$ cat config.mk
export PLATFORM = sky130hd
export DESIGN_NAME = code_mem_pins
export DESIGN_NICKNAME = d
export VERILOG_FILES = /design/src/strap_latch.v /design/src/code_mem_pins.v
export VERILOG_INCLUDE_DIRS = /design/src
export SDC_FILE = /design/constraint.sdc
export NUM_CORES = 1
export LEC_CHECK = 0
export BUFFER_PORTS_ARGS = -buffer_cell sky130_fd_sc_hd__buf_4
export CAP_MARGIN = 20
export CORE_ASPECT_RATIO = 0.8
export CORE_UTILIZATION = 47
export DETAILED_ROUTE_END_ITERATION = 7
export GPL_ROUTABILITY_DRIVEN = 0
export PLACE_DENSITY_LB_ADDON = 0.2
export SYNTH_ARGS = -nofsm -noshare
export SYNTH_HDL_FRONTEND = slang
export SYNTH_HIERARCHICAL = 1
export SYNTH_SLANG_ARGS = --single-unit
$ cat constraint.sdc
create_clock -name core_clk -period 2.7 [get_ports core_clk]
set_input_delay 0.135 -clock core_clk [delete_from_list [all_inputs] [get_ports core_clk]]
set_output_delay 0.135 -clock core_clk [all_outputs]
set_load 0.01 [all_outputs]
$ cat src/code_mem_pins_regs.vh
// Constants for the shared strap and code memory pin block
// Overview of operation
// - Pin two is clock source strap during reset
// - Release latches source strap, drops pull-down, drives address
// - Source 0 crystal 24MHz; 1 external clock
// - Pins one, zero are frequency strap during reset
// - Release latches frequency pair, drops pull-downs
// - Pair 00 is 24MHz, 11 is 48MHz
// - Source strap 1 floats pin two in sleep
// - Frequency bit 1 floats its pin in sleep
// - Source strap 0 drives pin two like upper pins
// - Frequency bit 0 drives its pin normally
// - Active-low write strobe marks write cycles
// - Active-low read strobe marks read cycles
// - Data bus used only when external code selected
// - Chip enable held high during chip reset
`ifndef CODE_MEM_PINS_REGS_VH
`define CODE_MEM_PINS_REGS_VH

// ==================================================
// Register offsets
`define CTRL_REG_OFFSET 8'h00
`define STATUS_REG_OFFSET 8'h04
`define STRAP_REG_OFFSET 8'h08

// ==================================================
// Control register fields
`define CTRL_IDLE_BIT 0
`define CTRL_SLEEP_BIT 1
`define CTRL_INT_CODE_BIT 2
`define CTRL_RESET_VALUE 3'h4

// ==================================================
// Status register fields
`define STAT_IN_RESET_BIT 0
`define STAT_SLEEP_COND_BIT 1
`define STAT_BUSY_BIT 2

// ==================================================
// Strap register fields
`define STRAP_SRC_BIT 0
`define STRAP_FREQ_LO 1
`define STRAP_EXT_CLK_BIT 3
`define STRAP_48M_BIT 4
`define STRAP_RSVD_BIT 5

// ==================================================
// Strap encodings
`define FREQ_24M 2'h0
`define FREQ_48M 2'h3

// ==================================================
// Timing
`define CLK_PERIOD_NS 10
`define STROBE_NS 30
`define STROBE_CYCLES ((`STROBE_NS + `CLK_PERIOD_NS - 1) / `CLK_PERIOD_NS)

`endif

$ cat src/strap_latch.v
// Reset pin synchroniser and strap capture for the shared address pins
`default_nettype none
module strap_latch
(
  input wire core_clk,
  input wire rst,
  input wire chip_reset_n,
  input wire [2:0] strap_pins,
  output reg in_reset_ff,
  output reg [2:0] strap_ff
);

// ==================================================
// Synchronisers
reg rst_n_meta_ff;
reg rst_n_sync_ff;
reg [2:0] pin_meta_ff;
reg [2:0] pin_sync_ff;

always @(posedge core_clk)
begin
  rst_n_meta_ff <= chip_reset_n;
  rst_n_sync_ff <= rst_n_meta_ff;
  pin_meta_ff <= strap_pins;
  pin_sync_ff <= pin_meta_ff;
end

// ==================================================
// Capture
// Sample follows the pins through reset; last sample before release stays
always @(posedge core_clk)
begin
  if (rst)
  begin
    in_reset_ff <= 1'b1;
    strap_ff <= 3'h0;
  end
  else
  begin
    in_reset_ff <= ~rst_n_sync_ff;
    if (~rst_n_sync_ff)
      strap_ff <= pin_sync_ff;
    // Held after release, pin activity ignored
  end
end

endmodule // strap_latch
`default_nettype wire

$ cat src/code_mem_pins.v
// Shared strap / code memory pin block with APB registers
//
// Chosen here: the APB register port and the register offsets.
`include "code_mem_pins_regs.vh"
`default_nettype none
module code_mem_pins
#(
  parameter STROBE_CYC = `STROBE_CYCLES
)
(
  input wire core_clk,
  input wire rst,
  input wire chip_reset_n,
  input wire interrupt_two,
  input wire psel,
  input wire penable,
  input wire pwrite,
  input wire [7:0] paddr,
  input wire [31:0] pwdata,
  output reg [31:0] prdata,
  output reg pready,
  output reg pslverr,
  input wire cpu_req,
  input wire cpu_we,
  input wire [15:0] cpu_addr,
  input wire [7:0] cpu_wdata,
  output reg cpu_ack,
  output reg cpu_err,
  output reg [7:0] cpu_rdata,
  input wire code_addr_bit_two_in,
  output reg code_addr_bit_two_out,
  output reg code_addr_bit_two_oe,
  output reg code_addr_bit_two_pd_en,
  input wire [1:0] code_addr_low_pair_in,
  output reg [1:0] code_addr_low_pair_out,
  output reg [1:0] code_addr_low_pair_oe,
  output reg [1:0] code_addr_low_pair_pd_en,
  output reg [12:0] code_addr_upper,
  input wire [7:0] code_data_bus_in,
  output reg [7:0] code_data_bus_out,
  output reg code_data_bus_oe,
  output reg code_mem_write_strobe_n,
  output reg code_mem_read_strobe_n,
  output reg code_mem_chip_enable_n,
  output reg ext_clock_mode,
  output reg ext_clock_48m
);

// ==================================================
// States
localparam ST_IDLE = 2'h0;
localparam ST_SETUP = 2'h1;
localparam ST_STROBE = 2'h2;
localparam ST_HOLD = 2'h3;

// ==================================================
// Strap capture
wire in_reset_ff;
wire [2:0] strap_ff;

strap_latch strap_latch_inst
(
  .core_clk(core_clk),
  .rst(rst),
  .chip_reset_n(chip_reset_n),
  .strap_pins({code_addr_bit_two_in, code_addr_low_pair_in}),
  .in_reset_ff(in_reset_ff),
  .strap_ff(strap_ff)
);

wire clock_source_strap = strap_ff[2];
wire [1:0] freq_strap = strap_ff[1:0];

// ==================================================
// Control state
reg [2:0] ctrl_ff;
reg [2:0] nxt_ctrl;
reg [1:0] state_ff;
reg [1:0] nxt_state;
reg [7:0] cnt_ff;
reg [7:0] nxt_cnt;
reg we_ff;
reg [7:0] data_meta_ff;
reg [7:0] data_sync_ff;
reg interrupt_two_meta_ff;
reg interrupt_two_sync_ff;

wire idle_bit = ctrl_ff[`CTRL_IDLE_BIT];
wire sleep_bit = ctrl_ff[`CTRL_SLEEP_BIT];
wire internal_code_select = ctrl_ff[`CTRL_INT_CODE_BIT];

// Float condition shared by all three strap pins
wire sleep_cond = idle_bit & ~interrupt_two_sync_ff & sleep_bit;

wire apb_wr = psel & penable & pready & pwrite;
wire apb_setup = psel & ~penable;
wire busy = (state_ff != ST_IDLE);

// ==================================================
// Functions
function addr_ok;
  input [7:0] a;
  begin
    addr_ok = (a == `CTRL_REG_OFFSET) || (a == `STATUS_REG_OFFSET) ||
      (a == `STRAP_REG_OFFSET);
  end
endfunction

// Pin floats in reset, or if its strap was high and the sleep condition holds
function pin_oe;
  input strap_bit;
  input rst_now;
  input cond;
  begin
    pin_oe = ~rst_now & ~(strap_bit & cond);
  end
endfunction

// ==================================================
// Input synchronisers
// Data bus sampled two cycles late; strobe length covers that lag
always @(posedge core_clk)
begin
  data_meta_ff <= code_data_bus_in;
  data_sync_ff <= data_meta_ff;
  interrupt_two_meta_ff <= interrupt_two;
  interrupt_two_sync_ff <= interrupt_two_meta_ff;
end

// ==================================================
// Control register next value
always @*
begin
  nxt_ctrl = ctrl_ff;
  // Interrupt wakes the core; software set in same cycle wins
  if (interrupt_two_sync_ff)
    nxt_ctrl[`CTRL_IDLE_BIT] = 1'b0;
  if (apb_wr && paddr == `CTRL_REG_OFFSET)
    nxt_ctrl = pwdata[2:0];
end

// ==================================================
// APB slave
always @(posedge core_clk)
begin
  if (rst)
  begin
    ctrl_ff <= `CTRL_RESET_VALUE;
    pready <= 1'b0;
    pslverr <= 1'b0;
    prdata <= 32'h0;
  end
  else
  begin
    ctrl_ff <= nxt_ctrl;
    // No wait state: pready rises in the first access cycle
    pready <= apb_setup;
    pslverr <= apb_setup & ~addr_ok(paddr);
    if (apb_setup && !pwrite)
    begin
      case (paddr)
        `CTRL_REG_OFFSET: prdata <= {29'h0, ctrl_ff};
        `STATUS_REG_OFFSET: prdata <= {29'h0, busy, sleep_cond, in_reset_ff};
        `STRAP_REG_OFFSET: prdata <= {26'h0, (freq_strap == 2'h1 || freq_strap == 2'h2),
          clock_source_strap & (freq_strap == `FREQ_48M), clock_source_strap, freq_strap,
          clock_source_strap};
        default: prdata <= 32'h0;
      endcase
    end
  end
end

// ==================================================
// Clock mode decode
// Reserved frequency pairs are flagged, mode falls back to 24MHz
always @(posedge core_clk)
begin
  if (rst)
  begin
    ext_clock_mode <= 1'b0;
    ext_clock_48m <= 1'b0;
  end
  else
  begin
    ext_clock_mode <= clock_source_strap;
    ext_clock_48m <= clock_source_strap & (freq_strap == `FREQ_48M);
  end
end

// ==================================================
// Memory cycle sequencer
always @*
begin
  nxt_state = state_ff;
  nxt_cnt = cnt_ff;
  case (state_ff)
    ST_IDLE:
    begin
      // Request may still stand in the ack cycle, so no new take then
      if (cpu_req && !cpu_ack && !in_reset_ff && !internal_code_select && !sleep_cond)
        nxt_state = ST_SETUP;
    end
    ST_SETUP:
    begin
      nxt_state = ST_STROBE;
      nxt_cnt = STROBE_CYC[7:0];
    end
    ST_STROBE:
    begin
      nxt_cnt = cnt_ff - 8'h01;
      if (cnt_ff == 8'h01)
        nxt_state = ST_HOLD;
    end
    ST_HOLD:
    begin
      nxt_state = ST_IDLE;
    end
    default:
    begin
      nxt_state = ST_IDLE;
    end
  endcase
  if (in_reset_ff)
    nxt_state = ST_IDLE;
end

always @(posedge core_clk)
begin
  if (rst)
  begin
    state_ff <= ST_IDLE;
    cnt_ff <= 8'h0;
    we_ff <= 1'b0;
    cpu_ack <= 1'b0;
    cpu_err <= 1'b0;
    cpu_rdata <= 8'h0;
    code_addr_upper <= 13'h0;
    code_addr_bit_two_out <= 1'b0;
    code_addr_low_pair_out <= 2'h0;
    code_data_bus_out <= 8'h0;
    code_data_bus_oe <= 1'b0;
    code_mem_write_strobe_n <= 1'b1;
    code_mem_read_strobe_n <= 1'b1;
    code_mem_chip_enable_n <= 1'b1;
  end
  else
  begin
    state_ff <= nxt_state;
    cnt_ff <= nxt_cnt;
    cpu_ack <= 1'b0;
    cpu_err <= 1'b0;
    if (state_ff == ST_IDLE && cpu_req && !cpu_ack)
    begin
      if (nxt_state == ST_SETUP)
      begin
        we_ff <= cpu_we;
        code_addr_upper <= cpu_addr[15:3];
        code_addr_bit_two_out <= cpu_addr[2];
        code_addr_low_pair_out <= cpu_addr[1:0];
        code_data_bus_out <= cpu_wdata;
      end
      else
      begin
        // Internal code, reset or sleep: refuse at once
        cpu_ack <= 1'b1;
        cpu_err <= 1'b1;
      end
    end
    // Data bus driven only for an external write
    code_data_bus_oe <= (nxt_state != ST_IDLE) & we_ff & (state_ff != ST_IDLE) |
      (state_ff == ST_IDLE) & (nxt_state == ST_SETUP) & cpu_we;
    code_mem_write_strobe_n <= ~((nxt_state == ST_STROBE) & we_ff);
    code_mem_read_strobe_n <= ~((nxt_state == ST_STROBE) & ~we_ff);
    if (in_reset_ff)
      code_mem_chip_enable_n <= 1'b1;
    else
      code_mem_chip_enable_n <= sleep_cond | internal_code_select;
    if (state_ff == ST_HOLD)
    begin
      cpu_ack <= 1'b1;
      cpu_rdata <= we_ff ? 8'h0 : data_sync_ff;
    end
  end
end

// ==================================================
// Strap pin direction and pull-downs
always @(posedge core_clk)
begin
  if (rst)
  begin
    code_addr_bit_two_oe <= 1'b0;
    code_addr_low_pair_oe <= 2'h0;
    code_addr_bit_two_pd_en <= 1'b1;
    code_addr_low_pair_pd_en <= 2'h3;
  end
  else
  begin
    // Pins listen with pull-downs while reset holds
    code_addr_bit_two_pd_en <= in_reset_ff;
    code_addr_low_pair_pd_en <= {2{in_reset_ff}};
    code_addr_bit_two_oe <= pin_oe(clock_source_strap, in_reset_ff, sleep_cond);
    code_addr_low_pair_oe[1] <= pin_oe(freq_strap[1], in_reset_ff, sleep_cond);
    code_addr_low_pair_oe[0] <= pin_oe(freq_strap[0], in_reset_ff, sleep_cond);
  end
end

endmodule // code_mem_pins
`default_nettype wire

==> metrics.log, run 1 <==
INFO  metric status = finished clean
INFO  metric timing.critical_path.to_type = flip-flop
INFO  metric cp_top_family = buffers and inverters
INFO  metric io_buffer_count = between 100 and 150
INFO  metric diodes_inserted = 0
INFO  metric dpl_worst_slack = around 550 ps
INFO  metric drt_first_iter_violations = 81
INFO  metric hold_path.class = in2reg
INFO  metric max_freq = between 400 and 500 MHz
INFO  metric layout_setup_ws = approximately 530 ps
INFO  metric vias_in_the_first_global_route = roughly 2500
INFO  metric clock-root-buffer = clkbuf_8
INFO  metric timing_worst_slew_pin_value = around 640 ps
INFO  metric area_fraction_of_the_dominant_cell_type_after_synthesis = a little over half
INFO  metric drt-pass1-iter-count = 6
INFO  metric critical_path_peak_fanout = 25
INFO  metric timing.slew.headroom = between 50% and 60%
INFO  metric hold_viol = 0
INFO  metric layout_cells_sized_above_1 = 27.2%
INFO  metric hold_slack = between 30 and 40 ps
INFO  metric cp_slowest_stage_delay = approximately 470 ps
INFO  metric global_route.usage.total = 17.7%
INFO  metric worst_hold_path.num_cells = 3
INFO  metric layout.cells.non_filler = 583
INFO  metric wl_per_cell = around 12 um
INFO  metric max-vdd-ir-drop = between 300 and 400 uV
INFO  metric setup_viol_count_final = 0
INFO  metric synth_seq_area_share = 52.6%
INFO  metric num_rows = 28
INFO  metric worst-r2r-setup-slack = between 500 and 600 ps
INFO  metric critical_path.cell_chain = inv_1, ha_1, nor2_1, nand2_1, nor3_4, buf_4, mux2i_1
INFO  metric maximum_number_of_pins_on_one_net_before_global_route_repair = 82
INFO  metric die_width = a little over 100 um
INFO  metric synth_seq_cells = between 90 and 100
INFO  metric design.portCount = roughly 160
INFO  metric async_set_reset_flop_share_out_of_synthesis = 0%
INFO  metric arrival = approximately 2500 ps
INFO  metric deepest_clock_path_buffer_count = 2
INFO  metric routed-via-count = between 2000 and 3000
INFO  metric cts.sink_count = between 90 and 100
INFO  metric cp.required = about 3000 ps
INFO  metric syn-instance-count = between 300 and 400
INFO  metric core = 7460 um^2
INFO  metric finalSetupTns = 0 ps
INFO  metric layout_area_growth_over_synthesis = 29.7%
INFO  metric final.period_utilization = about four fifths
INFO  metric tritoncts.num_buffers = 9
INFO  metric grt_overflow_total = 0
INFO  metric synth_top_area_cell = dfxtp_1
INFO  metric synth_top_cells_by_area = dfxtp_1 (53%), nand2b_1 (8.9%), mux2i_1 (8.5%)
INFO  metric postCtsSetupRepairBufs = 0
INFO  metric finalCriticalPeriod = roughly 2200 ps
INFO  metric h-tree-depth = 3
INFO  metric slew_violations = 0
INFO  metric initial_utilization = about half
INFO  metric post_detailed_route_count_of_antenna_violating_nets = 0
INFO  metric grt_setup_unrepaired = no
INFO  metric yosysUniqueCellTypes = 42
INFO  metric worstReg2RegEnd = code_addr_upper[12]
INFO  metric synth_ff_type = dfxtp_1
INFO  metric timing.rr.start = state_ff[0]
INFO  metric first_pass_grt_wire_length = between 10000 and 15000 um
INFO  metric clk_pin_slew_worst_paths = 100 ps
INFO  metric timing.critical_path.from_type = flip-flop
INFO  metric clock_tree_from_tritoncts = yes
INFO  metric num-nets-final = 564
INFO  metric dp_hpwl = between 4000 and 5000 um
INFO  metric cellPowerDensity = 526 nW/um^2
INFO  metric static-leakage-power = ~2.1 nW
INFO  metric clk_lat_worst_skew = approximately 360 ps
INFO  metric antenna_violations_before_repair = 0
INFO  metric holdCritStartpoint = cpu_addr[9]
INFO  metric most_common_cell_after_layout_fill_and_taps_aside = buf_4
INFO  metric hold_path_end = code_addr_upper[6]
INFO  metric worstPathBufferInverterCount = 2
INFO  metric numPlacedInstances = approximately 550
INFO  metric syn-cell-area = approximately 3700 um^2
INFO  metric die-height = just over 80 um
INFO  metric worst_clock_skew = about 9 ps
INFO  metric wirelength = ~7000 um
INFO  metric remaining_drc_errors = 0
INFO  metric synthesis.yosys.warnings = 6
INFO  metric ff2ff_path_depth = 7
INFO  metric vias_per_instance = 4.59
INFO  metric timing.critical_path.slowest_stage_cell = ha_1
INFO  metric cap_violations = 0
INFO  metric mapped_avg_cell_area = 10.3 um^2
INFO  metric final_cell_mix = buf_4 (109), dfxtp_1 (96), nand2b_1 (52)
INFO  metric dieArea = about 8100 um^2
INFO  metric worst-setup-path-type = reg2reg
INFO  metric synth_edf_count = 0
INFO  metric final_util = a little under two thirds
## synth_stat cells, drive strengths merged (5+ instances only)
master and n:
a21oi 9, a22oi 11, buf 32, clkbuf 10
dfxtp 96, ha 7, inv 11, mux2i 31
nand2 8, nand2b 52, nand3 6, nor2 36
nor3 5
## worst min-delay path: stages
cell      delay [ps]
buf_4            110
nand2b_1          50
mux2i_1           60
## how the worst max path moves through the flow
stage	from	end	slack, ps	cells past startpoint
after detailed placement	state_ff[0]	code_addr_upper[7]	550	8
after global routing	state_ff[0]	code_addr_upper[5]	280	8
after floorplan	state_ff[0]	code_addr_low_pair_out[0]	740	8
after CTS	state_ff[0]	code_addr_upper[12]	520	8
final	state_ff[0]	code_addr_upper[12]	530	7
after global placement	state_ff[0]	code_data_bus_out[4]	590	7
## state kept, by name (all words and copies together), names as in the netlist, 2 cells and up
signal / cells
state_ff: 2
ctrl_ff: 3
strap_latch_inst/pin_sync_ff: 3
code_data_bus_out: 8
cpu_rdata: 8
code_addr_low_pair_out: 2
data_sync_ff: 8
code_addr_low_pair_oe: 2
strap_latch_inst/pin_meta_ff: 3
strap_latch_inst/strap_ff: 3
data_meta_ff: 8
code_addr_upper: 13
prdata: 6
cnt_ff: 8
## cell type report
type / instances / area, um^2
Timing Repair Buffer: 124 / 968
Clock buffer: 10 / 128
Inverter: 12 / 45.0
Sequential cell: 96 / 1920
Clock inverter: 6 / 50.0
Fill cell: 625 / 2720
Multi-Input combinational cell: 230 / 1500
Tap cell: 105 / 131
## layer usage
| layer | vias to the layer above | part of all wire [%] | GRT usage [%] |
|---|---|---|---|
| met5 | - | 0 | 0 |
| met4 | 0 | 1.9 | 7.39 |
| met3 | 12 | 5.7 | 4.30 |
| met2 | 108 | 47 | 30.8 |
| met1 | 1196 | 46 | 21.2 |
| li1 | 1360 | - | - |
## cells by family after synthesis
logic type	count (synthesis)	synth area share [%]
DFF	96	52.6
buffers and inverters	54	9.04
other	1	0.103
AOI/OAI and AO/OA	33	6.71
adders and majority gates	7	2.40
xor gates and xnor gates	6	1.44
muxes	31	8.49
and+or+nand+nor	127	19.2
## through the flow
stage | area, um^2 | total power, W
2_1_floorplan | 3750 | 0.00159
3_3_place_gp | 4410 | 0.00164
3_5_place_dp | 4410 | 0.00165
4_1_cts | 4740 | 0.00251
5_1_grt | 4740 | 0.00259
6_report | 4740 | 0.00249
## repair_timing
item / CTS / global route
resized for setup: 0 / 0
endpoints found under the hold margin: 15 / 0
hold buffers: 15 / 0
## power by group
part | internal (W) | switching, W | leakage, nW
Combinational | 0.0000983 | 0.0000734 | 1.18
Sequential | 0.00144 | 0.0000131 | 0.786
Clock | 0.000350 | 0.000513 | 0.0896
Total | 0.00189 | 0.000600 | 2.05
(Power assumes the default switching activity.)
==> run 2, diff against run 1 <==
--- a/config.mk
+++ b/config.mk
@@ -6,6 +6,7 @@
 export SDC_FILE = /design/constraint.sdc
 export NUM_CORES = 1
 export LEC_CHECK = 0
+export ABC_AREA = 1
 export BUFFER_PORTS_ARGS = -buffer_cell sky130_fd_sc_hd__buf_4
 export CAP_MARGIN = 20
 export CORE_ASPECT_RATIO = 0.8
==> constraint.sdc (replaced) <==
create_clock -name core_clk -period 2.1 [get_ports core_clk]
set_input_delay 0.105 -clock core_clk [delete_from_list [all_inputs] [get_ports core_clk]]
set_output_delay 0.105 -clock core_clk [all_outputs]
set_load 0.01 [all_outputs]
==> run 2 against run 1 <==
Compared with the run above:
- final area is 6.7% higher
- die area up 0.93%
- critical path type unchanged
- largest cell class unchanged
- power up 32%
- critical path depth is 1 higher
- synthesized cell count grew 33%
- largest power group unchanged
==> metrics.log, run 2 <==
INFO  metric synth_top_cells_by_area = dfxtp_1 (52%), nand2_1 (11%), inv_1 (6.3%)
INFO  metric first_pass_grt_wire_length = roughly 13000 um
INFO  metric wirelength = 8050 um
INFO  metric worst-setup-path-type = reg2reg
INFO  metric final.period_utilization = roughly nine tenths
INFO  metric dp_hpwl = ~5400 um
INFO  metric postCtsSetupRepairBufs = 0
INFO  metric wl_per_cell = 11.1 um
INFO  metric clock_tree_from_tritoncts = yes
INFO  metric routed-via-count = between 3000 and 4000
INFO  metric syn-instance-count = roughly 470
INFO  metric clk_pin_slew_worst_paths = about 100 ps
INFO  metric cellPowerDensity = about 650 nW/um^2
INFO  metric io_buffer_count = ~110
INFO  metric cts.sink_count = 96
INFO  metric cp.required = 2390 ps
INFO  metric synth_ff_type = dfxtp_1
INFO  metric setup_viol_count_final = 0
INFO  metric tritoncts.num_buffers = 9
INFO  metric async_set_reset_flop_share_out_of_synthesis = 0%
INFO  metric critical_path_peak_fanout = 9
INFO  metric num_rows = 28
INFO  metric timing.critical_path.to_type = flip-flop
INFO  metric synthTopCellsByCount = nand2_1 (109), dfxtp_1 (96), inv_1 (62), nor2_1 (62), buf_4 (28)
INFO  metric synth_top_area_cell = dfxtp_1
INFO  metric hold_path.class = in2reg
INFO  metric worst_clock_skew = between 15 and 20 ps
INFO  metric clock-root-buffer = clkbuf_8
INFO  metric status = finished clean
INFO  metric synthesis.yosys.warnings = 6
INFO  metric layout.cells.non_filler = 726
INFO  metric core = ~7500 um^2
INFO  metric area_fraction_of_the_dominant_cell_type_after_synthesis = about 52%
INFO  metric maximum_number_of_pins_on_one_net_before_global_route_repair = 49
INFO  metric post-layout-total-power = 0.00329 W
INFO  metric most_common_cell_after_layout_fill_and_taps_aside = buf_4
INFO  metric cap_violations = 0
INFO  metric yosysUniqueCellTypes = 27
INFO  metric layout_area_growth_over_synthesis = 37.1%
INFO  metric largest_register = code_addr_upper
INFO  metric arrival = 2140 ps
INFO  metric fillers = 630
INFO  metric dieArea = ~8200 um^2
INFO  metric mapped_avg_cell_area = slightly below 8 um^2
INFO  metric syn-cell-area = roughly 3700 um^2
INFO  metric num-nets-final = roughly 710
INFO  metric h-tree-depth = 3
INFO  metric max_freq = 539 MHz
INFO  metric deepest_clock_path_buffer_count = 2
INFO  metric finalSetupTns = 0 ps
INFO  metric final_cell_mix = buf_4 (110), nand2_1 (109), dfxtp_1 (96)
INFO  metric max-vdd-ir-drop = 537 uV
INFO  metric critical_path.cell_chain = inv_1, ha_1, nand2_1, nor3_1, nand2_1, nor3_1, o21ai_0, a21oi_1
INFO  metric remaining_drc_errors = 0
INFO  metric clk_lat_worst_skew = around 360 ps
INFO  metric drt-pass1-iter-count = 4
INFO  metric vias_in_the_first_global_route = 2893
INFO  metric finalCriticalPeriod = ~1900 ps
INFO  metric numPlacedInstances = between 600 and 700
INFO  metric global_route.usage.total = 20.3%
INFO  metric slew_violations = 0
INFO  metric yosysMostFrequentCell = nand2_1
INFO  metric synth_seq_cells = between 90 and 100
INFO  metric largest_register_ffs = 13
INFO  metric drt_first_iter_violations = 174
INFO  metric antenna_violations_before_repair = 0
INFO  metric die_width = between 100 and 150 um
INFO  metric vias_per_instance = 4.42
INFO  metric static-leakage-power = 2.53 nW
INFO  metric die-height = between 80 and 90 um
INFO  metric hold_viol = 0
INFO  metric diodes_inserted = 0
INFO  metric synth_edf_count = 0
INFO  metric layout_cells_sized_above_1 = between 20% and 30%
INFO  metric synth_seq_area_share = between 50 and 60%
INFO  metric timing.critical_path.from_type = flip-flop
INFO  metric cp_slowest_stage_delay = ~450 ps
INFO  metric initial_utilization = about 50%
INFO  metric grt_setup_unrepaired = no
INFO  metric timing.critical_path.slowest_stage_cell = ha_1
INFO  metric design.portCount = 164
INFO  metric grt_overflow_total = 0
INFO  metric post_detailed_route_count_of_antenna_violating_nets = 0
run 2: cell types whose count changed after synthesis, sizes merged, moves of 7 or more:
cell / delta
a21oi: +12
a22oi: -11
inv: +53
mux2i: -31
nand2: +103
nand2b: -52
nand3: +19
nor2: +37
o21ai: +7
run 2: critical path, delay by kind of cell (launching register included):
family                     cells  cell delay [ps]
adders and majority gates      1              450
AOI/OAI and AO/OA              2              210
DFF                            1              340
and+or+nand+nor                4              690
buffers and inverters          1               90
run 2: path summary, 6_finish.rpt:
path | startpoint | endpoint | slack (ps) | depth (start not counted)
max | state_ff[0] | cnt_ff[7] | 250 | 8
min | psel | pready | 30 | 3
max reg2reg | state_ff[0] | cnt_ff[7] | 250 | 8
min reg2reg | data_meta_ff[5] | data_sync_ff[5] | 330 | 0
run 2: where the power goes:
group / total [W] / switching [W] / internal [W]
combinational: 0.000245 / 0.000106 / 0.000138
sequential: 0.00188 / 0.0000187 / 0.00186
clock: 0.00117 / 0.000701 / 0.000470
total: 0.00329 / 0.000826 / 0.00247
run 2: layer usage:
metal	GRT usage [%]	share of wire, %	vias to the layer above
met4	8.12	1.2	0
met1	25.1	45	1424
met5	0	0	-
li1	-	-	1674
met2	34.0	49	102
met3	4.91	4.9	10
run 2: repair_timing:
item / in CTS / in global routing
endpoints found under the setup margin: 0 / 5
gates resized for setup: 0 / 1
endpoints found under the hold margin: 39 / 0
hold buffers: 39 / 0
run 2: cell families after synthesis:
logic type	count (synthesis)	share of synthesized area, %
AND/OR/NAND/NOR	226	26.3
buffers and inverters	105	14.1
flip-flops	96	52.1
AO/OA/AOI/OAI	35	4.85
adder cells (fa/ha/maj)	7	2.37
XOR/XNOR	1	0.237
other	1	0.102
run 2: through the flow:
stage	hold WS, ps	setup slack [ps]	util, %	area (um^2)
after detailed placement	211	210	59.6	4470
after floorplan	133	476	-	3780
after CTS	4.58	205	67.4	5050
after global placement	209	297	59.6	4470
final	25.5	245	67.5	5060
after global routing	6.10	18.6	67.5	5060
run 2: cell type report:
class,count,area (um^2),share of cell area (%)
multi-input cells,295,1340,26.5
flip-flops and latches,96,1920,38.0
clock inverters,7,72.6,1.43
inverters,64,240,4.75
repair buffers,150,1230,24.3
clock buffers,9,124,2.45
well taps,105,131,2.60
